[config.mk]
export PLATFORM = sky130hd
export DESIGN_NAME = orc_ctrl
export DESIGN_NICKNAME = d
export VERILOG_FILES = /design/src/verilog/orc_pkg.sv /design/src/verilog/orc_ctrl.sv
export VERILOG_INCLUDE_DIRS = /design/src /design/src/verilog
export SDC_FILE = /design/constraint.sdc
export NUM_CORES = 1
export LEC_CHECK = 0
export BUFFER_PORTS_ARGS = -buffer_cell sky130_fd_sc_hd__buf_2
export CORE_ASPECT_RATIO = 1.75
export CORE_UTILIZATION = 60
export CTS_CLUSTER_SIZE = 28
export DETAILED_ROUTE_END_ITERATION = 8
export PLACE_DENSITY_LB_ADDON = 0.25
export SLEW_MARGIN = 20
export SYNTH_ARGS = -nofsm -noshare
export SYNTH_HDL_FRONTEND = slang
export SYNTH_SLANG_ARGS = --single-unit
[constraint.sdc]
create_clock -name clk -period 10.5 [get_ports clk]
set_input_delay 3.15 -clock clk [delete_from_list [all_inputs] [get_ports clk]]
set_output_delay 3.15 -clock clk [all_outputs]
set_load 0.005 [all_outputs]
[src/verilog/orc_defines.svh]
// Constants of the overlay region command controller.
// Assumes a 100 MHz clock and a 16-bit word-wide flash bus.
`ifndef ORC_DEFINES_SVH
`define ORC_DEFINES_SVH

// ======================================================================
// Timing
`define ORC_CLK_NS      10
`define ORC_T_WP_NS     35
`define ORC_T_WPH_NS    20
`define ORC_T_ACC_NS    70
`define ORC_T_POLL_US   1000
`define ORC_WP_CYC      4'((`ORC_T_WP_NS + `ORC_CLK_NS - 1) / `ORC_CLK_NS)
`define ORC_WPH_CYC     4'((`ORC_T_WPH_NS + `ORC_CLK_NS - 1) / `ORC_CLK_NS)
`define ORC_ACC_CYC     4'((`ORC_T_ACC_NS + `ORC_CLK_NS - 1) / `ORC_CLK_NS)
`define ORC_SYNC_CYC    4'h2
`define ORC_POLL_CYC    (`ORC_T_POLL_US * 1000 / `ORC_CLK_NS)

// ======================================================================
// Command cycles
`define ORC_A_UNL1      22'h000555
`define ORC_A_UNL2      22'h0002aa
`define ORC_D_RESET     16'h00f0
`define ORC_D_STATUS    16'h0070
`define ORC_D_UNL1      16'h00aa
`define ORC_D_UNL2      16'h0055
`define ORC_D_WORD      16'h00a0
`define ORC_D_BUF       16'h0025
`define ORC_D_CONFIRM   16'h0029
`define ORC_D_EXIT_ENT  16'h0090
`define ORC_D_EXIT      16'h0000
`define ORC_SR_READY    7
`define ORC_SR_LOCK     2
`define ORC_SR_ERR      16'h0030
`define ORC_PAGE_WORDS  8'h80

// ======================================================================
// Register map, word offsets (wb_adr_i[7:2])
`define ORC_REG_CTRL    6'h00
`define ORC_REG_ADDR    6'h01
`define ORC_REG_WDATA   6'h02
`define ORC_REG_COUNT   6'h03
`define ORC_REG_RDATA   6'h04
`define ORC_REG_STATE   6'h05
`define ORC_REG_ISTAT   6'h06
`define ORC_REG_IMASK   6'h07
`define ORC_REG_CFG     6'h08
`define ORC_CTRL_GO     8
`define ORC_CFG_ACTIVE  2
`define ORC_CFG_PROT    3
`define ORC_IRQ_DONE    0
`define ORC_IRQ_ERR     1
`define ORC_IRQ_DREQ    2

`endif

[src/verilog/orc_pkg.sv]
// Types of the overlay region command controller.
// Needs nothing from orc_defines.svh; state codes are numbered here.
package orc_pkg;
  typedef enum logic [2:0] {
    ORC_OP_WRITE, ORC_OP_READ, ORC_OP_EXIT, ORC_OP_STATUS,
    ORC_OP_WORD, ORC_OP_BUF, ORC_OP_REXIT, ORC_OP_RECOVER
  } orc_op_t;
  typedef enum logic [2:0] {
    ORC_ST_IDLE  = 3'b000,
    ORC_ST_NEXT  = 3'b001,
    ORC_ST_CYC   = 3'b011,
    ORC_ST_WAITD = 3'b010,
    ORC_ST_FIN   = 3'b110
  } orc_state_t;
  typedef enum logic [1:0] {
    ORC_OV_QUERY, ORC_OV_IDENT, ORC_OV_SECURE
  } orc_overlay_t;
  typedef enum logic [2:0] {
    ORC_K_WR, ORC_K_RD, ORC_K_CHK, ORC_K_DATA, ORC_K_POLL, ORC_K_END
  } orc_kind_t;
  typedef enum logic [2:0] {
    ORC_E_NONE, ORC_E_MODE, ORC_E_LOCKED, ORC_E_RANGE, ORC_E_TIMEOUT,
    ORC_E_DEVICE
  } orc_err_t;
  typedef struct packed {
    orc_kind_t   kind;
    logic [21:0] addr;
    logic [15:0] data;
  } orc_step_t;
  typedef struct packed {
    logic        ce_n;
    logic        oe_n;
    logic        we_n;
    logic        dq_oe_n;
    logic [21:0] addr;
    logic [15:0] dq;
  } orc_pins_t;
endpackage

[src/verilog/orc_ctrl.sv]
// Host controller issuing overlay region command sequences to a flash.
// Assumes a classic Wishbone master and a flash that keeps its own rules.
`timescale 1ns/1ps
`default_nettype none
`include "orc_defines.svh"

module orc_ctrl
  import orc_pkg::*;
#(
  parameter int unsigned P_POLL_CYC = `ORC_POLL_CYC
) (
  input  wire logic        clk,
  input  wire logic        nrst,
  input  wire logic [7:0]  wb_adr_i,
  input  wire logic [31:0] wb_dat_i,
  input  wire logic [3:0]  wb_sel_i,
  input  wire logic        wb_we_i,
  input  wire logic        wb_cyc_i,
  input  wire logic        wb_stb_i,
  output var  logic [31:0] wb_dat_o,
  output var  logic        wb_ack_o,
  output var  logic        irq_o,
  output var  orc_pins_t   pins_o,
  input  wire logic [15:0] dq_i
);

  // ====================================================================
  // Reset release
  logic [1:0] rst_sync_ff;
  logic       rst_n;

  always_ff @(posedge clk or negedge nrst) begin
    if (!nrst) begin
      rst_sync_ff <= 2'b00;
    end else begin
      rst_sync_ff <= {rst_sync_ff[0], 1'b1};
    end
  end
  assign rst_n = rst_sync_ff[1];

  // ====================================================================
  // Command sequences
  function automatic orc_step_t mk(orc_kind_t k, logic [21:0] ad,
                                   logic [15:0] dt);
    mk = '{kind: k, addr: ad, data: dt};
  endfunction

  function automatic orc_step_t step_of(orc_op_t op, logic [4:0] i,
                                        logic [21:0] a, logic [21:0] ca,
                                        logic [15:0] d, logic [15:0] wc);
    orc_step_t s;
    s = mk(ORC_K_END, 22'h0, 16'h0);
    unique case (op)
      ORC_OP_WRITE: if (i == 5'h0) s = mk(ORC_K_WR, a, d);
      ORC_OP_READ:  if (i == 5'h0) s = mk(ORC_K_RD, a, 16'h0);
      ORC_OP_EXIT, ORC_OP_RECOVER: begin
        if (i == 5'h0) s = mk(ORC_K_WR, a, `ORC_D_RESET);
      end
      ORC_OP_STATUS: begin
        case (i)
          5'h0: s = mk(ORC_K_WR, `ORC_A_UNL1, `ORC_D_STATUS);
          5'h1: s = mk(ORC_K_RD, `ORC_A_UNL1, 16'h0);
          default: ;
        endcase
      end
      ORC_OP_REXIT: begin
        case (i)
          5'h0: s = mk(ORC_K_WR, `ORC_A_UNL1, `ORC_D_UNL1);
          5'h1: s = mk(ORC_K_WR, `ORC_A_UNL2, `ORC_D_UNL2);
          5'h2: s = mk(ORC_K_WR, `ORC_A_UNL1, `ORC_D_EXIT_ENT);
          5'h3: s = mk(ORC_K_WR, a, `ORC_D_EXIT);
          default: ;
        endcase
      end
      ORC_OP_WORD, ORC_OP_BUF: begin
        case (i)
          5'h0: s = mk(ORC_K_WR, `ORC_A_UNL1, `ORC_D_STATUS);
          5'h1: s = mk(ORC_K_RD, `ORC_A_UNL1, 16'h0);
          5'h2: s = mk(ORC_K_CHK, 22'h0, 16'h0);
          5'h3: s = mk(ORC_K_WR, `ORC_A_UNL1, `ORC_D_UNL1);
          5'h4: s = mk(ORC_K_WR, `ORC_A_UNL2, `ORC_D_UNL2);
          default: begin
            if (op == ORC_OP_WORD) begin
              case (i)
                5'h5: s = mk(ORC_K_WR, `ORC_A_UNL1, `ORC_D_WORD);
                5'h6: s = mk(ORC_K_DATA, ca, d);
                5'h7: s = mk(ORC_K_WR, `ORC_A_UNL1, `ORC_D_STATUS);
                5'h8: s = mk(ORC_K_RD, `ORC_A_UNL1, 16'h0);
                5'h9: s = mk(ORC_K_POLL, 22'h0, 16'h0);
                default: ;
              endcase
            end else begin
              case (i)
                5'h5: s = mk(ORC_K_WR, a, `ORC_D_BUF);
                5'h6: s = mk(ORC_K_WR, a, wc);
                5'h7: s = mk(ORC_K_DATA, ca, d);
                5'h8: s = mk(ORC_K_WR, a, `ORC_D_CONFIRM);
                5'h9: s = mk(ORC_K_WR, `ORC_A_UNL1, `ORC_D_STATUS);
                5'ha: s = mk(ORC_K_RD, `ORC_A_UNL1, 16'h0);
                5'hb: s = mk(ORC_K_POLL, 22'h0, 16'h0);
                default: ;
              endcase
            end
          end
        endcase
      end
    endcase
    return s;
  endfunction

  // ====================================================================
  // Register and sequencer state
  orc_state_t  state_ff;
  orc_op_t     op_ff;
  orc_op_t     run_op_ff;
  orc_err_t    err_ff;
  logic [4:0]  idx_ff;
  logic [21:0] addr_ff;
  logic [21:0] cur_addr_ff;
  logic [7:0]  count_ff;
  logic [7:0]  rem_ff;
  logic [15:0] wdata_ff;
  logic        dvalid_ff;
  logic        go_ff;
  logic        stay_ff;
  logic        recov_ff;
  logic [31:0] tmo_ff;
  logic [3:0]  cfg_ff;
  logic [2:0]  istat_ff;
  logic [2:0]  imask_ff;
  logic [15:0] rd_word_ff;
  logic [15:0] dq_s1_ff;
  logic [15:0] dq_s2_ff;
  logic [15:0] dq_s3_ff;
  logic [3:0]  ccnt_ff;
  logic        cyc_on_ff;
  logic        cyc_rd_ff;
  logic        cyc_done_ff;

  orc_step_t   st;
  logic        go_cyc;
  logic        take_data;
  logic        wr_hit;
  logic        cfg_clr;
  logic [2:0]  ev;
  logic [2:0]  nxt_istat;
  logic [31:0] rd_mux;
  logic        is_prog;
  logic        in_secure;
  logic        in_page;
  logic [8:0]  page_end;

  // ====================================================================
  // Step decode
  always_comb begin
    st = step_of(run_op_ff, idx_ff, addr_ff, cur_addr_ff, wdata_ff,
                 {8'h00, count_ff - 8'h01});
    if (recov_ff) st = mk(ORC_K_WR, addr_ff, `ORC_D_RESET);
    go_cyc = (state_ff == ORC_ST_NEXT) &&
             ((st.kind == ORC_K_WR) || (st.kind == ORC_K_RD) ||
              ((st.kind == ORC_K_DATA) && dvalid_ff));
    take_data = (state_ff == ORC_ST_NEXT) && (st.kind == ORC_K_DATA) &&
                dvalid_ff && !recov_ff;
  end

  // Start checks
  always_comb begin
    is_prog   = (op_ff == ORC_OP_WORD) || (op_ff == ORC_OP_BUF);
    in_secure = cfg_ff[`ORC_CFG_ACTIVE] &&
                (orc_overlay_t'(cfg_ff[1:0]) == ORC_OV_SECURE);
    page_end  = {2'b00, addr_ff[6:0]} + {1'b0, count_ff};
    in_page   = (count_ff != 8'h00) && (count_ff <= `ORC_PAGE_WORDS) &&
                (page_end <= {1'b0, `ORC_PAGE_WORDS});
  end

  // ====================================================================
  // Sequencer
  always_ff @(posedge clk or negedge rst_n) begin
    if (!rst_n) begin
      state_ff    <= ORC_ST_IDLE;
      run_op_ff   <= ORC_OP_WRITE;
      err_ff      <= ORC_E_NONE;
      idx_ff      <= 5'h0;
      cur_addr_ff <= 22'h0;
      rem_ff      <= 8'h0;
      stay_ff     <= 1'b0;
      recov_ff    <= 1'b0;
      tmo_ff      <= 32'h0;
    end else begin
      if (tmo_ff != 32'h0 && state_ff != ORC_ST_WAITD) begin
        tmo_ff <= tmo_ff - 32'h1;
      end
      unique case (state_ff)
        ORC_ST_IDLE: begin
          if (go_ff) begin
            run_op_ff   <= op_ff;
            idx_ff      <= 5'h0;
            cur_addr_ff <= addr_ff;
            rem_ff      <= (op_ff == ORC_OP_BUF) ? count_ff : 8'h01;
            recov_ff    <= 1'b0;
            tmo_ff      <= P_POLL_CYC;
            err_ff      <= ORC_E_NONE;
            state_ff    <= ORC_ST_NEXT;
            if (is_prog && (!in_secure || cfg_ff[`ORC_CFG_PROT])) begin
              err_ff   <= ORC_E_MODE;
              state_ff <= ORC_ST_FIN;
            end else if (!in_secure && (op_ff == ORC_OP_STATUS ||
                                        op_ff == ORC_OP_REXIT)) begin
              err_ff   <= ORC_E_MODE;
              state_ff <= ORC_ST_FIN;
            end else if (op_ff == ORC_OP_BUF && !in_page) begin
              err_ff   <= ORC_E_RANGE;
              state_ff <= ORC_ST_FIN;
            end
          end
        end
        ORC_ST_NEXT: begin
          stay_ff <= 1'b0;
          unique case (st.kind)
            ORC_K_WR, ORC_K_RD: state_ff <= ORC_ST_CYC;
            ORC_K_DATA: begin
              if (dvalid_ff) begin
                rem_ff      <= rem_ff - 8'h01;
                cur_addr_ff <= cur_addr_ff + 22'h1;
                stay_ff     <= (rem_ff != 8'h01);
                state_ff    <= ORC_ST_CYC;
              end else begin
                state_ff <= ORC_ST_WAITD;
              end
            end
            ORC_K_CHK: begin
              if (rd_word_ff[`ORC_SR_LOCK]) begin
                err_ff   <= ORC_E_LOCKED;
                state_ff <= ORC_ST_FIN;
              end else begin
                idx_ff <= idx_ff + 5'h1;
              end
            end
            ORC_K_POLL: begin
              if (rd_word_ff[`ORC_SR_READY]) begin
                if ((rd_word_ff & `ORC_SR_ERR) != 16'h0) begin
                  err_ff   <= ORC_E_DEVICE;
                  recov_ff <= 1'b1;
                end else begin
                  idx_ff <= idx_ff + 5'h1;
                end
              end else if (tmo_ff == 32'h0) begin
                err_ff   <= ORC_E_TIMEOUT;
                state_ff <= ORC_ST_FIN;
              end else begin
                idx_ff <= idx_ff - 5'h2;
              end
            end
            ORC_K_END: state_ff <= ORC_ST_FIN;
            default: state_ff <= ORC_ST_FIN;
          endcase
        end
        ORC_ST_WAITD: begin
          if (dvalid_ff) state_ff <= ORC_ST_NEXT;
        end
        ORC_ST_CYC: begin
          if (cyc_done_ff) begin
            if (recov_ff) begin
              state_ff <= ORC_ST_FIN;
            end else begin
              state_ff <= ORC_ST_NEXT;
              if (!stay_ff) idx_ff <= idx_ff + 5'h1;
            end
          end
        end
        ORC_ST_FIN: state_ff <= ORC_ST_IDLE;
        default: state_ff <= ORC_ST_IDLE;
      endcase
    end
  end

  // ====================================================================
  // Flash bus cycles
  always_ff @(posedge clk or negedge rst_n) begin
    if (!rst_n) begin
      dq_s1_ff <= 16'h0;
      dq_s2_ff <= 16'h0;
      dq_s3_ff <= 16'h0;
    end else begin
      dq_s1_ff <= dq_i;
      dq_s2_ff <= dq_s1_ff;
      dq_s3_ff <= dq_s2_ff;
    end
  end

  always_ff @(posedge clk or negedge rst_n) begin
    if (!rst_n) begin
      pins_o      <= '{ce_n: 1'b1, oe_n: 1'b1, we_n: 1'b1, dq_oe_n: 1'b1,
                       addr: 22'h0, dq: 16'h0};
      ccnt_ff     <= 4'h0;
      cyc_on_ff   <= 1'b0;
      cyc_rd_ff   <= 1'b0;
      cyc_done_ff <= 1'b0;
      rd_word_ff  <= 16'h0;
    end else begin
      cyc_done_ff <= 1'b0;
      if (go_cyc && !cyc_on_ff) begin
        pins_o.addr    <= st.addr;
        pins_o.dq      <= st.data;
        pins_o.ce_n    <= 1'b0;
        pins_o.oe_n    <= (st.kind != ORC_K_RD);
        pins_o.dq_oe_n <= (st.kind == ORC_K_RD);
        cyc_rd_ff      <= (st.kind == ORC_K_RD);
        ccnt_ff        <= 4'h0;
        cyc_on_ff      <= 1'b1;
      end else if (cyc_on_ff) begin
        ccnt_ff <= ccnt_ff + 4'h1;
        if (cyc_rd_ff) begin
          if (ccnt_ff >= `ORC_ACC_CYC + `ORC_SYNC_CYC &&
              dq_s2_ff == dq_s3_ff) begin
            rd_word_ff  <= dq_s3_ff;
            pins_o.ce_n <= 1'b1;
            pins_o.oe_n <= 1'b1;
            cyc_on_ff   <= 1'b0;
            cyc_done_ff <= 1'b1;
          end
        end else begin
          if (ccnt_ff == 4'h0) pins_o.we_n <= 1'b0;
          if (ccnt_ff == `ORC_WP_CYC) pins_o.we_n <= 1'b1;
          if (ccnt_ff == `ORC_WP_CYC + `ORC_WPH_CYC) begin
            pins_o.ce_n    <= 1'b1;
            pins_o.dq_oe_n <= 1'b1;
            cyc_on_ff      <= 1'b0;
            cyc_done_ff    <= 1'b1;
          end
        end
      end
    end
  end

  // ====================================================================
  // Wishbone slave
  function automatic logic [31:0] merge(logic [31:0] o, logic [31:0] n,
                                        logic [3:0] s);
    logic [31:0] m;
    m = {{8{s[3]}}, {8{s[2]}}, {8{s[1]}}, {8{s[0]}}};
    return (o & ~m) | (n & m);
  endfunction

  logic [31:0] wv;
  logic [31:0] adr_mrg;
  logic [31:0] dat_mrg;

  always_comb begin
    wr_hit = wb_cyc_i && wb_stb_i && wb_we_i && !wb_ack_o;
    wv     = merge(32'h0, wb_dat_i, wb_sel_i);
    adr_mrg = merge({10'h0, addr_ff}, wb_dat_i, wb_sel_i);
    dat_mrg = merge({16'h0, wdata_ff}, wb_dat_i, wb_sel_i);
    unique case (wb_adr_i[7:2])
      `ORC_REG_CTRL:  rd_mux = {22'h0, (state_ff != ORC_ST_IDLE), 6'h0, op_ff};
      `ORC_REG_ADDR:  rd_mux = {10'h0, addr_ff};
      `ORC_REG_WDATA: rd_mux = {15'h0, dvalid_ff, wdata_ff};
      `ORC_REG_COUNT: rd_mux = {24'h0, count_ff};
      `ORC_REG_RDATA: rd_mux = {16'h0, rd_word_ff};
      `ORC_REG_STATE: rd_mux = {21'h0, idx_ff, (state_ff == ORC_ST_WAITD),
                                (state_ff != ORC_ST_IDLE), 1'b0, err_ff};
      `ORC_REG_ISTAT: rd_mux = {29'h0, istat_ff};
      `ORC_REG_IMASK: rd_mux = {29'h0, imask_ff};
      `ORC_REG_CFG:   rd_mux = {28'h0, cfg_ff};
      default:        rd_mux = 32'h0;
    endcase
  end

  always_ff @(posedge clk or negedge rst_n) begin
    if (!rst_n) begin
      wb_ack_o  <= 1'b0;
      wb_dat_o  <= 32'h0;
      op_ff     <= ORC_OP_WRITE;
      addr_ff   <= 22'h0;
      count_ff  <= 8'h01;
      wdata_ff  <= 16'h0;
      dvalid_ff <= 1'b0;
      go_ff     <= 1'b0;
      imask_ff  <= 3'h0;
      cfg_ff    <= 4'h0;
    end else begin
      wb_ack_o <= wb_cyc_i && wb_stb_i && !wb_ack_o;
      wb_dat_o <= rd_mux;
      go_ff    <= 1'b0;
      if (take_data) dvalid_ff <= 1'b0;
      if (cfg_clr) cfg_ff[`ORC_CFG_ACTIVE] <= 1'b0;
      if (wr_hit) begin
        unique case (wb_adr_i[7:2])
          `ORC_REG_CTRL: begin
            if (wb_sel_i[0]) op_ff <= orc_op_t'(wv[2:0]);
            go_ff <= wv[`ORC_CTRL_GO] && (state_ff == ORC_ST_IDLE);
          end
          `ORC_REG_ADDR:  addr_ff <= adr_mrg[21:0];
          `ORC_REG_WDATA: begin
            wdata_ff  <= dat_mrg[15:0];
            dvalid_ff <= 1'b1;
          end
          `ORC_REG_COUNT: if (wb_sel_i[0]) count_ff <= wv[7:0];
          `ORC_REG_IMASK: if (wb_sel_i[0]) imask_ff <= wv[2:0];
          `ORC_REG_CFG:   if (wb_sel_i[0]) cfg_ff <= wv[3:0];
          default: ;
        endcase
      end
    end
  end

  // ====================================================================
  // Interrupts
  always_comb begin
    ev = '0;
    ev[`ORC_IRQ_DONE] = (state_ff == ORC_ST_FIN);
    ev[`ORC_IRQ_ERR]  = (state_ff == ORC_ST_FIN) && (err_ff != ORC_E_NONE);
    ev[`ORC_IRQ_DREQ] = (state_ff == ORC_ST_NEXT) &&
                        (st.kind == ORC_K_DATA) && !dvalid_ff && !recov_ff;
    cfg_clr = (state_ff == ORC_ST_FIN) && (err_ff == ORC_E_NONE) &&
              ((run_op_ff == ORC_OP_EXIT) || (run_op_ff == ORC_OP_REXIT));
    nxt_istat = istat_ff;
    if (wr_hit && wb_adr_i[7:2] == `ORC_REG_ISTAT && wb_sel_i[0]) begin
      nxt_istat = istat_ff & ~wb_dat_i[2:0];
    end
    nxt_istat = nxt_istat | ev;
  end

  always_ff @(posedge clk or negedge rst_n) begin
    if (!rst_n) begin
      istat_ff <= 3'h0;
      irq_o    <= 1'b0;
    end else begin
      istat_ff <= nxt_istat;
      irq_o    <= |(nxt_istat & imask_ff);
    end
  end

endmodule

`default_nettype wire

==> results.md <==
* Placed Cells at 1814
* Yosys warns at 0
* Fmax at 0.203 GHz
* Synth Cell Area at approximately 14000 µm²
* Filler cells at approximately 1800
* Worst Path Buf+Inv at 2
* Crit-path max FO at 13
* 1st-iter DRT viols at between 800 and 900
* Share of layout cells above drive strength 1 at 18.5%
* Crit path DAT at 5.37 ns
* CTS tree: built
* Final Skew at 0.0131 ns
* Grt total ovfl at 0
* Stages on worst setup path at 7
* Max-slew violations at 0
* Drt first pass iters at 5
* Startpoint types: input pin
* # hold bufs at CTS at 0
* Reg2Reg Depth at 11
* Port Buffer Count at between 100 and 150
* Fin crit share at between 40% and 50%
* DRC at 0
* Vias in the first global route at 11500
* Power Density at roughly 200 nW/µm²
* CP delay by family, top: simple AND/OR/NAND/NOR gates
* Die H at 206 µm
* Final Non-Filler Cells at 1863
* MaxCap Viol Count at 0
* Final setup fails at 0
* Worst slew margin at 25.2%
* Num ports at 141
* Post-CTS Setup Inserts at 0
* Num rows at 74
* Cts repair resizes at 0
* Req. time, crit path at about 11 ns
* Synthesis-stage register bit count at 278
* Unique masters post-synth at 97
* Detail Route Antenna Nets at 0
* Maximum clock path buffer count at 3
* CTS sink count at roughly 280
* Initial antenna violation count at 0
* Mapped Cells at roughly 1500
* Worst r2r src: idx_ff[0]$_DFFE_PN0P_
* Setup TNS at 0 ns
* Unrepaired setup endpoints after global routing: false
* Die area at 24400 µm²
* Element type at the critical path end: flip-flop
* Worst R2R Setup Slack at 6.22 ns
* GRT Util Overall at 32.3%
* Drt via density at 6.28
* Fin worst setup slack at between 5 and 6 ns
* Clock Latency Late Sink at 0.56 ns
* Initial Util at 61.1%
* Asr flop ratio synth at between 90% and 100%
* Status: complete, no violations
* R2r endpoint: cur_addr_ff[15]$_DFFE_PN0P_
* Syn_area_per_cell at roughly 10 µm²
* Critical path class: in -> reg
* Worst-path clk slew at 0.07 ns
* Post-layout util at 67.7%
* Drt wl/cell at roughly 21 µm
* Fin crit period at 4.93 ns
* Largest stage delay, worst path at 0.73 ns
* H-tree Lvls at 1
* Number of flops mapped to enable cells by yosys at 0
* Max VDD drop at 0.200 mV
* First-pass GRT wire length at 61000 µm
* Clock root cell: clkbuf_16
* Worst path cell trace: buf_2 -> nor2_1 -> nand2_1 -> nor2_1 -> buf_4 -> nand2_1 -> mux2_2
* Worst setup slack after placement at 5.00 ns
* Hold Path Origin: dq_s1_ff[5]$_DFF_PN0_
* Final WL at 39100 µm
* Hold crit path type: reg -> reg
* Num CTS Buffers at 26
* Sequential area share after synthesis at 48.8%
* Synth Flop Type: dfrtp_1
* P&R area growth vs syn at 10.8%
* Die X at around 120 µm
* Hold Vio Cnt, Final at 0
* Actual slew at the worst max-slew pin at about 1.1 ns
* Leak at approximately 7 nW
* GPL Wtd Cong at 0.963
* Via count at 11700
* Hold depth at 0
* Hold EP: dq_s2_ff[5]$_DFF_PN0_
* Total core area at 23300 µm²
* Dpl hpwl at 28300 µm
* Slowest CP cell: nor2_1
* Fin nets at 1627
* Largest net degree at the start of global routing at between 80 and 90
[per-stage QoR]
step | instance area, µm² | hold slack [ns] | power [W]
6_report | 15800 | 0.350 | 0.00321
4_1_cts | 15800 | 0.350 | 0.00322
2_1_floorplan | 14300 | 0.331 | 0.00198
5_1_grt | 15800 | 0.356 | 0.00337
3_3_place_gp | 14900 | 0.332 | 0.00222
3_5_place_dp | 14900 | 0.335 | 0.00224
[power breakdown]
group | switching [W] | internal, W
clock network | 0.000437 | 0.000534
logic | 0.000604 | 0.000344
registers | 0.000116 | 0.00118
[kinds of logic after synthesis]
family	Yosys count	share of synthesized area, %
multiplexers	61	4.77
adder cells (fa/ha/maj)	24	2.16
other	2	0.0527
AO/OA/AOI/OAI	404	19.2
XOR/XNOR	48	2.95
buffers and inverters	117	4.07
AND/OR/NAND/NOR	521	18.0
flip-flops	278	48.8
[per-layer routing]
| layer | routed length (µm) | share of wire, % | up-vias | GRT usage, % |
|---|---|---|---|---|
| met5 | 0 | 0 | - | 0 |
| met4 | 2910 | 7.4 | 0 | 22.7 |
| met3 | 1770 | 4.5 | 131 | 3.67 |
| met2 | 20100 | 51 | 409 | 57.1 |
| met1 | 14300 | 37 | 5764 | 36.2 |
| li1 | - | - | 5388 | - |
[cells in the mapped netlist (all sizes together) (4+ instances only)]
cell    count  area, µm²
dfrtp     273       6830
o22ai      13       95.1
nor3       36        211
a221oi     18        220
or3        12       75.1
nand2b     14       87.6
clkbuf     37        139
nor3b       6       77.6
a31oi      10       77.6
o21a       11       91.3
o21bai      6       45.0
buf        47        318
mux2       56        631
inv        33        124
or4         9       71.3
a21oi     108        548
a211oi     10       80.1
nand2     172        648
and2       15       93.8
o21ai     121        621
mux2i       5       50.1
ha         23        288
a22oi      30        225
a221o       9       90.1
xor2       24        210
and3       15       93.8
a222oi      5       50.1
nor4       21        180
nand3      41        205
dfstp       5        131
nand4       4       25.0
a22o        4       35.0
a21o        4       30.0
xnor2      24        210
nor2      144        541
o211ai     11       82.6
nor2b       9       56.3
nand3b      5       37.5
o31ai      14        135
[worst max path at each step]
stage                                   from                          to
detailed placement               wb_adr_i[7]                   flip-flop
global placement                 wb_adr_i[7]                   flip-flop
CTS                              wb_adr_i[7]                   flip-flop
global route                     wb_adr_i[7]                   flip-flop
finish                           wb_adr_i[7]                   flip-flop
floorplan           rst_sync_ff[1]$_DFF_PN0_  asynchronous set/reset pin
[final cells by class]
cell class	count	area [µm²]	share of cell area (%)
timing repair buffer	130	687	4.35
inverter	33	124	0.784
sequential	278	6970	44.1
tap	304	380	2.41
clock buffer	32	703	4.45
clock inverter	16	173	1.09
multi-input combinational	1069	6770	42.8
antenna	1	2.50	0.0158
[cell usage in the layout, fill, tap and decap left out, types with 20 or more instances in the layout]
cell / count
buf_2: 117
nor2_1: 141
o21ai_0: 99
nand2_1: 171
nor3_1: 31
a21oi_1: 106
a22oi_1: 30
xor2_1: 24
o21ai_1: 20
nand3_1: 41
xnor2_1: 24
dfrtp_1: 272
ha_1: 23
inv_1: 32
mux2_2: 56
clkbuf_16: 26
Note: power is estimated with default switching activity, not from simulation.
